[src/hw/cgo_pkg.sv]
package cgo_pkg;
  localparam logic [7:0] CODE_GREEN_GAIN = 8'h81;
  localparam logic [7:0] CODE_GREEN_OFFSET = 8'h85;
  localparam logic [7:0] CODE_BLUE_GAIN = 8'h82;
  localparam logic [7:0] SETTING_LEN = 8'h02;
  localparam logic [15:0] GAIN_MIN = 16'h0060;
  localparam logic [15:0] GAIN_MAX = 16'h03FF;
  localparam logic [15:0] OFFSET_MIN = 16'h0000;
  localparam logic [15:0] OFFSET_MAX = 16'h00FF;
  localparam logic [15:0] GAIN_RESET = 16'h0060;
  localparam logic [15:0] OFFSET_RESET = 16'h0000;
  localparam int SLOT_GGAIN = 0;
  localparam int SLOT_GOFF = 1;
  localparam int SLOT_BGAIN = 2;

  typedef struct packed {
    logic [7:0] code;
    logic read_flag;
    logic [7:0] length;
    logic [7:0] data_lo;
    logic [7:0] data_hi;
  } cgo_cmd_t;
endpackage

[src/hw/cgo_handler.sv]
`timescale 1ns/1ps
module cgo_handler
(
  // clock and reset
  input wire logic CORE_CLK,
  input wire logic ARST_N,
  // decoded command in
  input wire logic CMD_VALID,
  output logic CMD_READY,
  input wire cgo_pkg::cgo_cmd_t CMD,
  // response out
  output logic RSP_VALID,
  input wire logic RSP_READY,
  output cgo_pkg::cgo_cmd_t RSP,
  // foreign command pass-on
  output logic PASS_VALID,
  input wire logic PASS_READY,
  output cgo_pkg::cgo_cmd_t PASS_CMD,
  // analog chain settings
  output logic [15:0] GREEN_GAIN,
  output logic [15:0] GREEN_OFFSET,
  output logic [15:0] BLUE_GAIN,
  // a write with bad length or value was dropped
  output logic REJECT_PULSE
);
  typedef enum logic [1:0] {ST_IDLE, ST_FETCH, ST_REPLY, ST_PASS} cgo_state_t;
  cgo_state_t state_reg;
  logic [1:0] slot;
  logic [15:0] wr_value;
  logic in_range;
  logic accept;
  logic wr_en;
  logic [1:0] rd_slot_reg;
  logic [15:0] rd_data;
  logic [7:0] rsp_code_reg;

  function automatic logic [1:0] code_slot(input logic [7:0] code);
    unique case (code)
      cgo_pkg::CODE_GREEN_GAIN: code_slot = 2'(cgo_pkg::SLOT_GGAIN);
      cgo_pkg::CODE_GREEN_OFFSET: code_slot = 2'(cgo_pkg::SLOT_GOFF);
      cgo_pkg::CODE_BLUE_GAIN: code_slot = 2'(cgo_pkg::SLOT_BGAIN);
      default: code_slot = 2'd3;
    endcase
  endfunction

  assign slot = code_slot(CMD.code);
  assign wr_value = {CMD.data_hi, CMD.data_lo};
  assign CMD_READY = (state_reg == ST_IDLE);
  assign accept = CMD_VALID && CMD_READY;

  always_comb
  begin
    in_range = 1'b0;
    if (slot == 2'(cgo_pkg::SLOT_GOFF))
      in_range = wr_value <= cgo_pkg::OFFSET_MAX;
    else
      in_range = wr_value >= cgo_pkg::GAIN_MIN
                 && wr_value <= cgo_pkg::GAIN_MAX;
  end

  // out-of-range or misframed writes are dropped so the chain stays legal
  assign wr_en = accept && slot != 2'd3 && !CMD.read_flag
                 && CMD.length == cgo_pkg::SETTING_LEN && in_range;

  always_ff @(posedge CORE_CLK or negedge ARST_N)
  begin
    if (!ARST_N)
      REJECT_PULSE <= 1'b0;
    else
      REJECT_PULSE <= accept && slot != 2'd3 && !CMD.read_flag && !wr_en;
  end

  always_ff @(posedge CORE_CLK or negedge ARST_N)
  begin
    if (!ARST_N)
      state_reg <= ST_IDLE;
    else
      unique case (state_reg)
        ST_IDLE:
          if (accept)
          begin
            if (slot == 2'd3)
              state_reg <= ST_PASS;
            else if (CMD.read_flag)
              state_reg <= ST_FETCH;
          end
        ST_FETCH:
          state_reg <= ST_REPLY;
        ST_REPLY:
          if (RSP_READY)
            state_reg <= ST_IDLE;
        ST_PASS:
          if (PASS_READY)
            state_reg <= ST_IDLE;
      endcase
  end

  always_ff @(posedge CORE_CLK or negedge ARST_N)
  begin
    if (!ARST_N)
    begin
      rd_slot_reg <= 2'd3;
      rsp_code_reg <= 8'h00;
    end
    else if (accept && CMD.read_flag && slot != 2'd3)
    begin
      rd_slot_reg <= slot;
      rsp_code_reg <= CMD.code;
    end
  end

  always_ff @(posedge CORE_CLK or negedge ARST_N)
  begin
    if (!ARST_N)
      PASS_CMD <= '0;
    else if (accept && slot == 2'd3)
      PASS_CMD <= CMD;
  end

  cgo_store cgo_store_i
  (
    .clk(CORE_CLK),
    .arst_n(ARST_N),
    .wr_en(wr_en),
    .wr_slot(slot),
    .wr_data(wr_value),
    .rd_slot(rd_slot_reg),
    .rd_data(rd_data),
    .green_gain(GREEN_GAIN),
    .green_offset(GREEN_OFFSET),
    .blue_gain(BLUE_GAIN)
  );

  assign RSP_VALID = (state_reg == ST_REPLY);
  assign PASS_VALID = (state_reg == ST_PASS);

  always_comb
  begin
    RSP.code = rsp_code_reg;
    RSP.read_flag = 1'b0;
    RSP.length = cgo_pkg::SETTING_LEN;
    RSP.data_lo = rd_data[7:0];
    RSP.data_hi = rd_data[15:8];
  end

  a_write_silent: assert property (
    @(posedge CORE_CLK) disable iff (!ARST_N)
    wr_en |=> !RSP_VALID)
    else $error("reply after write");

  a_read_replies: assert property (
    @(posedge CORE_CLK) disable iff (!ARST_N)
    accept && CMD.read_flag && slot != 2'd3 |-> ##2 RSP_VALID)
    else $error("read got no reply");

  a_reply_code: assert property (
    @(posedge CORE_CLK) disable iff (!ARST_N)
    accept && CMD.read_flag && slot != 2'd3
    |-> ##2 RSP.code == $past(CMD.code, 2))
    else $error("reply code wrong");

  a_reply_frame: assert property (
    @(posedge CORE_CLK) disable iff (!ARST_N)
    RSP_VALID |-> !RSP.read_flag && RSP.length == cgo_pkg::SETTING_LEN)
    else $error("reply frame wrong");

  a_ggain_range: assert property (
    @(posedge CORE_CLK) disable iff (!ARST_N)
    GREEN_GAIN >= cgo_pkg::GAIN_MIN && GREEN_GAIN <= cgo_pkg::GAIN_MAX)
    else $error("green gain out of range");

  a_goff_range: assert property (
    @(posedge CORE_CLK) disable iff (!ARST_N)
    GREEN_OFFSET <= cgo_pkg::OFFSET_MAX)
    else $error("green offset out of range");

  a_bgain_range: assert property (
    @(posedge CORE_CLK) disable iff (!ARST_N)
    BLUE_GAIN >= cgo_pkg::GAIN_MIN && BLUE_GAIN <= cgo_pkg::GAIN_MAX)
    else $error("blue gain out of range");

  a_write_lands: assert property (
    @(posedge CORE_CLK) disable iff (!ARST_N)
    wr_en && slot == 2'd2 |=> BLUE_GAIN == $past(wr_value))
    else $error("blue gain write lost");

  a_goff_write: assert property (
    @(posedge CORE_CLK) disable iff (!ARST_N)
    wr_en && slot == 2'd1 |=> GREEN_OFFSET == $past(wr_value))
    else $error("green offset write lost");

  a_ggain_write: assert property (
    @(posedge CORE_CLK) disable iff (!ARST_N)
    wr_en && slot == 2'd0 |=> GREEN_GAIN == $past(wr_value))
    else $error("green gain write lost");

  a_foreign_kept: assert property (
    @(posedge CORE_CLK) disable iff (!ARST_N)
    accept && slot == 2'd3 |=> $stable(GREEN_GAIN) && $stable(BLUE_GAIN)
    && $stable(GREEN_OFFSET) && PASS_VALID)
    else $error("foreign code touched settings");

  // a pending reply must not move until the host has taken it
  a_reply_stands: assert property (
    @(posedge CORE_CLK) disable iff (!ARST_N)
    RSP_VALID && !RSP_READY |=> RSP_VALID && $stable(RSP))
    else $error("reply changed before taken");

  // reply carries the addressed setting, low byte in data_lo
  a_reply_data: assert property (
    @(posedge CORE_CLK) disable iff (!ARST_N)
    RSP_VALID |-> {RSP.data_hi, RSP.data_lo}
    == (rd_slot_reg == 2'd0 ? GREEN_GAIN
    : rd_slot_reg == 2'd1 ? GREEN_OFFSET : BLUE_GAIN))
    else $error("reply data wrong");

  a_pass_stands: assert property (
    @(posedge CORE_CLK) disable iff (!ARST_N)
    PASS_VALID && !PASS_READY |=> PASS_VALID && $stable(PASS_CMD))
    else $error("pass-on changed before taken");

  a_busy_refuses: assert property (
    @(posedge CORE_CLK) disable iff (!ARST_N)
    RSP_VALID || PASS_VALID |-> !CMD_READY)
    else $error("command taken while busy");

  a_read_keeps: assert property (
    @(posedge CORE_CLK) disable iff (!ARST_N)
    accept && CMD.read_flag && slot != 2'd3
    |=> $stable(GREEN_GAIN) && $stable(GREEN_OFFSET) && $stable(BLUE_GAIN))
    else $error("read changed a setting");

  a_range_dropped: assert property (
    @(posedge CORE_CLK) disable iff (!ARST_N)
    accept && slot != 2'd3 && !CMD.read_flag && !in_range
    |=> REJECT_PULSE && $stable(GREEN_GAIN) && $stable(GREEN_OFFSET)
    && $stable(BLUE_GAIN))
    else $error("out-of-range write not dropped");

  a_length_dropped: assert property (
    @(posedge CORE_CLK) disable iff (!ARST_N)
    accept && slot != 2'd3 && !CMD.read_flag
    && CMD.length != cgo_pkg::SETTING_LEN
    |=> REJECT_PULSE && $stable(GREEN_GAIN) && $stable(GREEN_OFFSET)
    && $stable(BLUE_GAIN))
    else $error("misframed write not dropped");
endmodule

[src/hw/cgo_store.sv]
`timescale 1ns/1ps
module cgo_store
(
  // clock and reset
  input wire logic clk,
  input wire logic arst_n,
  // write side
  input wire logic wr_en,
  input wire logic [1:0] wr_slot,
  input wire logic [15:0] wr_data,
  // read side
  input wire logic [1:0] rd_slot,
  output logic [15:0] rd_data,
  // live values
  output logic [15:0] green_gain,
  output logic [15:0] green_offset,
  output logic [15:0] blue_gain
);
  logic [15:0] mem_reg [0:2];

  always_ff @(posedge clk or negedge arst_n)
  begin
    if (!arst_n)
    begin
      mem_reg[cgo_pkg::SLOT_GGAIN] <= cgo_pkg::GAIN_RESET;
      mem_reg[cgo_pkg::SLOT_GOFF] <= cgo_pkg::OFFSET_RESET;
      mem_reg[cgo_pkg::SLOT_BGAIN] <= cgo_pkg::GAIN_RESET;
    end
    else if (wr_en && wr_slot != 2'd3)
    begin
      mem_reg[wr_slot] <= wr_data;
    end
  end

  always_ff @(posedge clk or negedge arst_n)
  begin
    if (!arst_n)
      rd_data <= 16'h0000;
    else if (rd_slot != 2'd3)
      rd_data <= mem_reg[rd_slot];
    else
      rd_data <= 16'h0000;
  end

  assign green_gain = mem_reg[cgo_pkg::SLOT_GGAIN];
  assign green_offset = mem_reg[cgo_pkg::SLOT_GOFF];
  assign blue_gain = mem_reg[cgo_pkg::SLOT_BGAIN];
endmodule
[config.mk]
export PLATFORM = sky130hd
export DESIGN_NAME = cgo_handler
export DESIGN_NICKNAME = d
export VERILOG_FILES = /design/src/hw/cgo_pkg.sv /design/src/hw/cgo_handler.sv /design/src/hw/cgo_store.sv
export SDC_FILE = /design/constraint.sdc
export NUM_CORES = 1
export LEC_CHECK = 0
export BUFFER_PORTS_ARGS = -buffer_cell sky130_fd_sc_hd__buf_2
export CORE_MARGIN = 2
export CORE_UTILIZATION = 40
export DETAILED_ROUTE_END_ITERATION = 12
export MAX_ROUTING_LAYER = met4
export PLACE_DENSITY = 0.66
export SYNTH_ARGS = -nofsm -noshare
export SYNTH_HDL_FRONTEND = slang
export SYNTH_HIERARCHICAL = 1
export SYNTH_SLANG_ARGS = --single-unit
[constraint.sdc]
create_clock -name CORE_CLK -period 6 [get_ports CORE_CLK]
set_input_delay 1.5 -clock CORE_CLK [delete_from_list [all_inputs] [get_ports CORE_CLK]]
set_output_delay 1.5 -clock CORE_CLK [all_outputs]
set_load 0.01 [all_outputs]
==> impl_metrics.tcl <==
set metrics [dict create \
    cts_max_level 3 \
    setup_tns_ps 0 \
    yosys_warnings 6 \
    top_register "PASS_CMD" \
    crit_path_start_kind "input port" \
    max_slew_margin 0.3560 \
    holdPathStages 1 \
    tightest_slew_ps 965.0 \
    powerDensity_mw_per_mm2 356.2 \
    synth_top_area_frac 0.5689 \
    cpPeakStageDelay_ps 900 \
    crit_family "simple AND/OR/NAND/NOR gates" \
    mostFrequentLayoutCell "buf_2" \
    largest_reg_flops 33 \
    place_inst 578 \
    vias 2984 \
    whs_endpoint "rsp_code_reg[7]" \
    cp.required_ps 6230 \
    period_needed_ps 4153 \
    run_status "finished clean" \
    io_pins 156 \
    holdWs_ps 467.8 \
    ant_nets 0 \
    critical_path_buf_inv_count 1 \
    timing.rr.start "state_reg[0]" \
    clock.fmax_mhz 240.8 \
    cp.arrival_ps 4380 \
    antenna_found_initial 0 \
    critPathKind "in -> reg" \
    insertedDiodeCount 0 \
    syn_area_per_cell_um2 15.15 \
    start_util 0.4058 \
    r2r_slack_ps 3110 \
    grt_pass1_vias 3141 \
    cpMostUsedCell "nor4_1" \
    syn2layout_area_growth_pct 24.18 \
    p_leak_nw 3.112 \
    finalPower_mw 2.023 \
    r2r_end "cgo_store_i/green_gain[0]" \
    end_kind "flip-flop" \
    grt_pass1_wl_mm 16.75 \
    cts_made_buffers 9 \
    ir_drop_mv 0.2530 \
    routed.top_layer "met4" \
    min_path_type "reg -> reg" \
    layout.cells.non_filler 594 \
    vias_per_cell 5.024 \
    wire_per_inst_um 17.71 \
    mostFrequentLayoutCells "buf_2 (145), dfrtp_1 (104), mux2_2 (83), mux2i_1 (16), o2bb2ai_1 (16)" \
    finalMaxSlewViolations 0 \
    crit_path_max_fanout 16 \
    die_h_um 110.9 \
    cts_hold_buf 0 \
    slowest_stage "nor3b_4" \
    wl_met3_um 522 \
    max_cap_viol_count 0 \
    path_cells "buf_2 > nor4_1 > and4_1 > o311ai_0 > nor4_1 > nor3b_4 > mux2_2" \
    wl_met2_mm 5.068 \
    yosysUniqueCellTypes 40 \
    die_x_um 110.9 \
    synth_top_flop_cell "dfrtp_1" \
    hold_viol 0 \
    skew_ps 9.976 \
    synthCells 302 \
    placed_cell_area_mm2 0.005358 \
    drtIter0Drc 64 \
    first_pass_iters 4 \
    cts.clk_slew.worst_paths_ps 70 \
    ys_seq_elements 110 \
    hp-start "rsp_code_reg[7]" \
    cts_tree "done" \
    rsz0062_at_grt "false" \
    synth.area.top_cells "dfrtp_1 (57%), mux2_2 (20%), mux2i_1 (3.5%)" \
    yosysTopAreaCell "dfrtp_1" \
    syn_area_mm2 0.004574 \
    drcViolationCount 0 \
    rows 39 \
    cts_sinks 110 \
    fillCellCount 1020 \
    async_reset_ff_frac 1.000 \
    gr-total-overflow 0 \
    core-area_mm2 0.01127 \
    synth_seq_area_share 0.6034 \
    cts_resized 0 \
    clk_latency_ps 350 \
    fin_area_mm2 0.005680 \
    synth-edff-count 0 \
    period_share 0.6922 \
    root_buffer "clkbuf_16" \
    cts_setup_buffers 0 \
    setup_viol 0 \
    routed_wl_mm 10.52 \
    die_area_mm2 0.01231 \
    grt_use_total 0.1807 \
    layout-drive-gt1-share 0.5809 \
    hpwlAfterDp_mm 7.337 \
    met1_length_mm 4.727 \
    r2r_cells 5 \
    io_buffers 146 \
    nets 484 \
    gp_congestion 0.7515 \
    clockBufferDepth 2 \
    grt_max_degree 59 \
]
==> cells in the mapped netlist (2+ instances only) <==
library cell and instances:
dfrtp_1 104, mux2_2 83, mux2i_1 16, o2bb2ai_1 16, buf_4 10, nor2_1 7
nor2b_1 7, dfstp_2 6, inv_1 5, buf_2 4, buf_6 4, nor4_1 4
nand2_1 3, a21oi_1 2, and4_1 2, conb_1 2, nand3b_2 2, nor4bb_1 2
o21ai_0 2
==> layer usage <==
layer  vias to the layer above  GRT usage
met4                         0    0.07167
met3                        17    0.03937
li1                       1371          -
met1                      1499     0.2315
met2                        97     0.2822
met5                         -          -
==> kinds of logic after synthesis <==
group | Yosys count | share of synthesized area
DFF | 110 | 0.6034
and+or+nand+nor | 36 | 0.06100
AOI/OAI and AO/OA | 29 | 0.05443
buffers and inverters | 26 | 0.04021
other | 2 | 0.001642
muxes | 99 | 0.2393
==> power by group <==
part | internal (mW) | total, mW | switching (mW)
combinational | 0.226 | 0.452 | 0.226
sequential | 0.867 | 0.935 | 0.0685
clock | 0.367 | 0.636 | 0.269
==> through the flow <==
step,setup WS (ps),utilization
after floorplan,2278,-
after global placement,1585,0.4753
after detailed placement,1458,0.4753
after CTS,1825,0.5039
after global routing,1582,0.5039
final,1847,0.5039
==> layout make-up <==
cell class / instances / area, um2 / share of cell area
Sequential cell: 110 / 2760 / 0.4859
Multi-Input combinational cell: 173 / 1659 / 0.2921
Timing Repair Buffer: 147 / 740.7 / 0.1304
Clock buffer: 9 / 225.2 / 0.03965
Tap cell: 143 / 178.9 / 0.03150
Clock inverter: 7 / 97.59 / 0.01718
Inverter: 5 / 18.77 / 0.003304
==> worst max path at each step <==
stage                       start  depth (start not counted)  slack (ps)                          to
after floorplan           CMD[29]                          7        2280  cgo_store_i/green_gain[10]
after global placement     CMD[5]                          7        1590  cgo_store_i/green_gain[15]
after detailed placement   CMD[5]                          7        1460   cgo_store_i/green_gain[8]
after CTS                  CMD[5]                          7        1820   cgo_store_i/green_gain[8]
after global routing       CMD[5]                          7        1580   cgo_store_i/green_gain[0]
final                      CMD[5]                          7        1850   cgo_store_i/green_gain[0]
No activity file was read; power rests on OpenSTA's default activity.
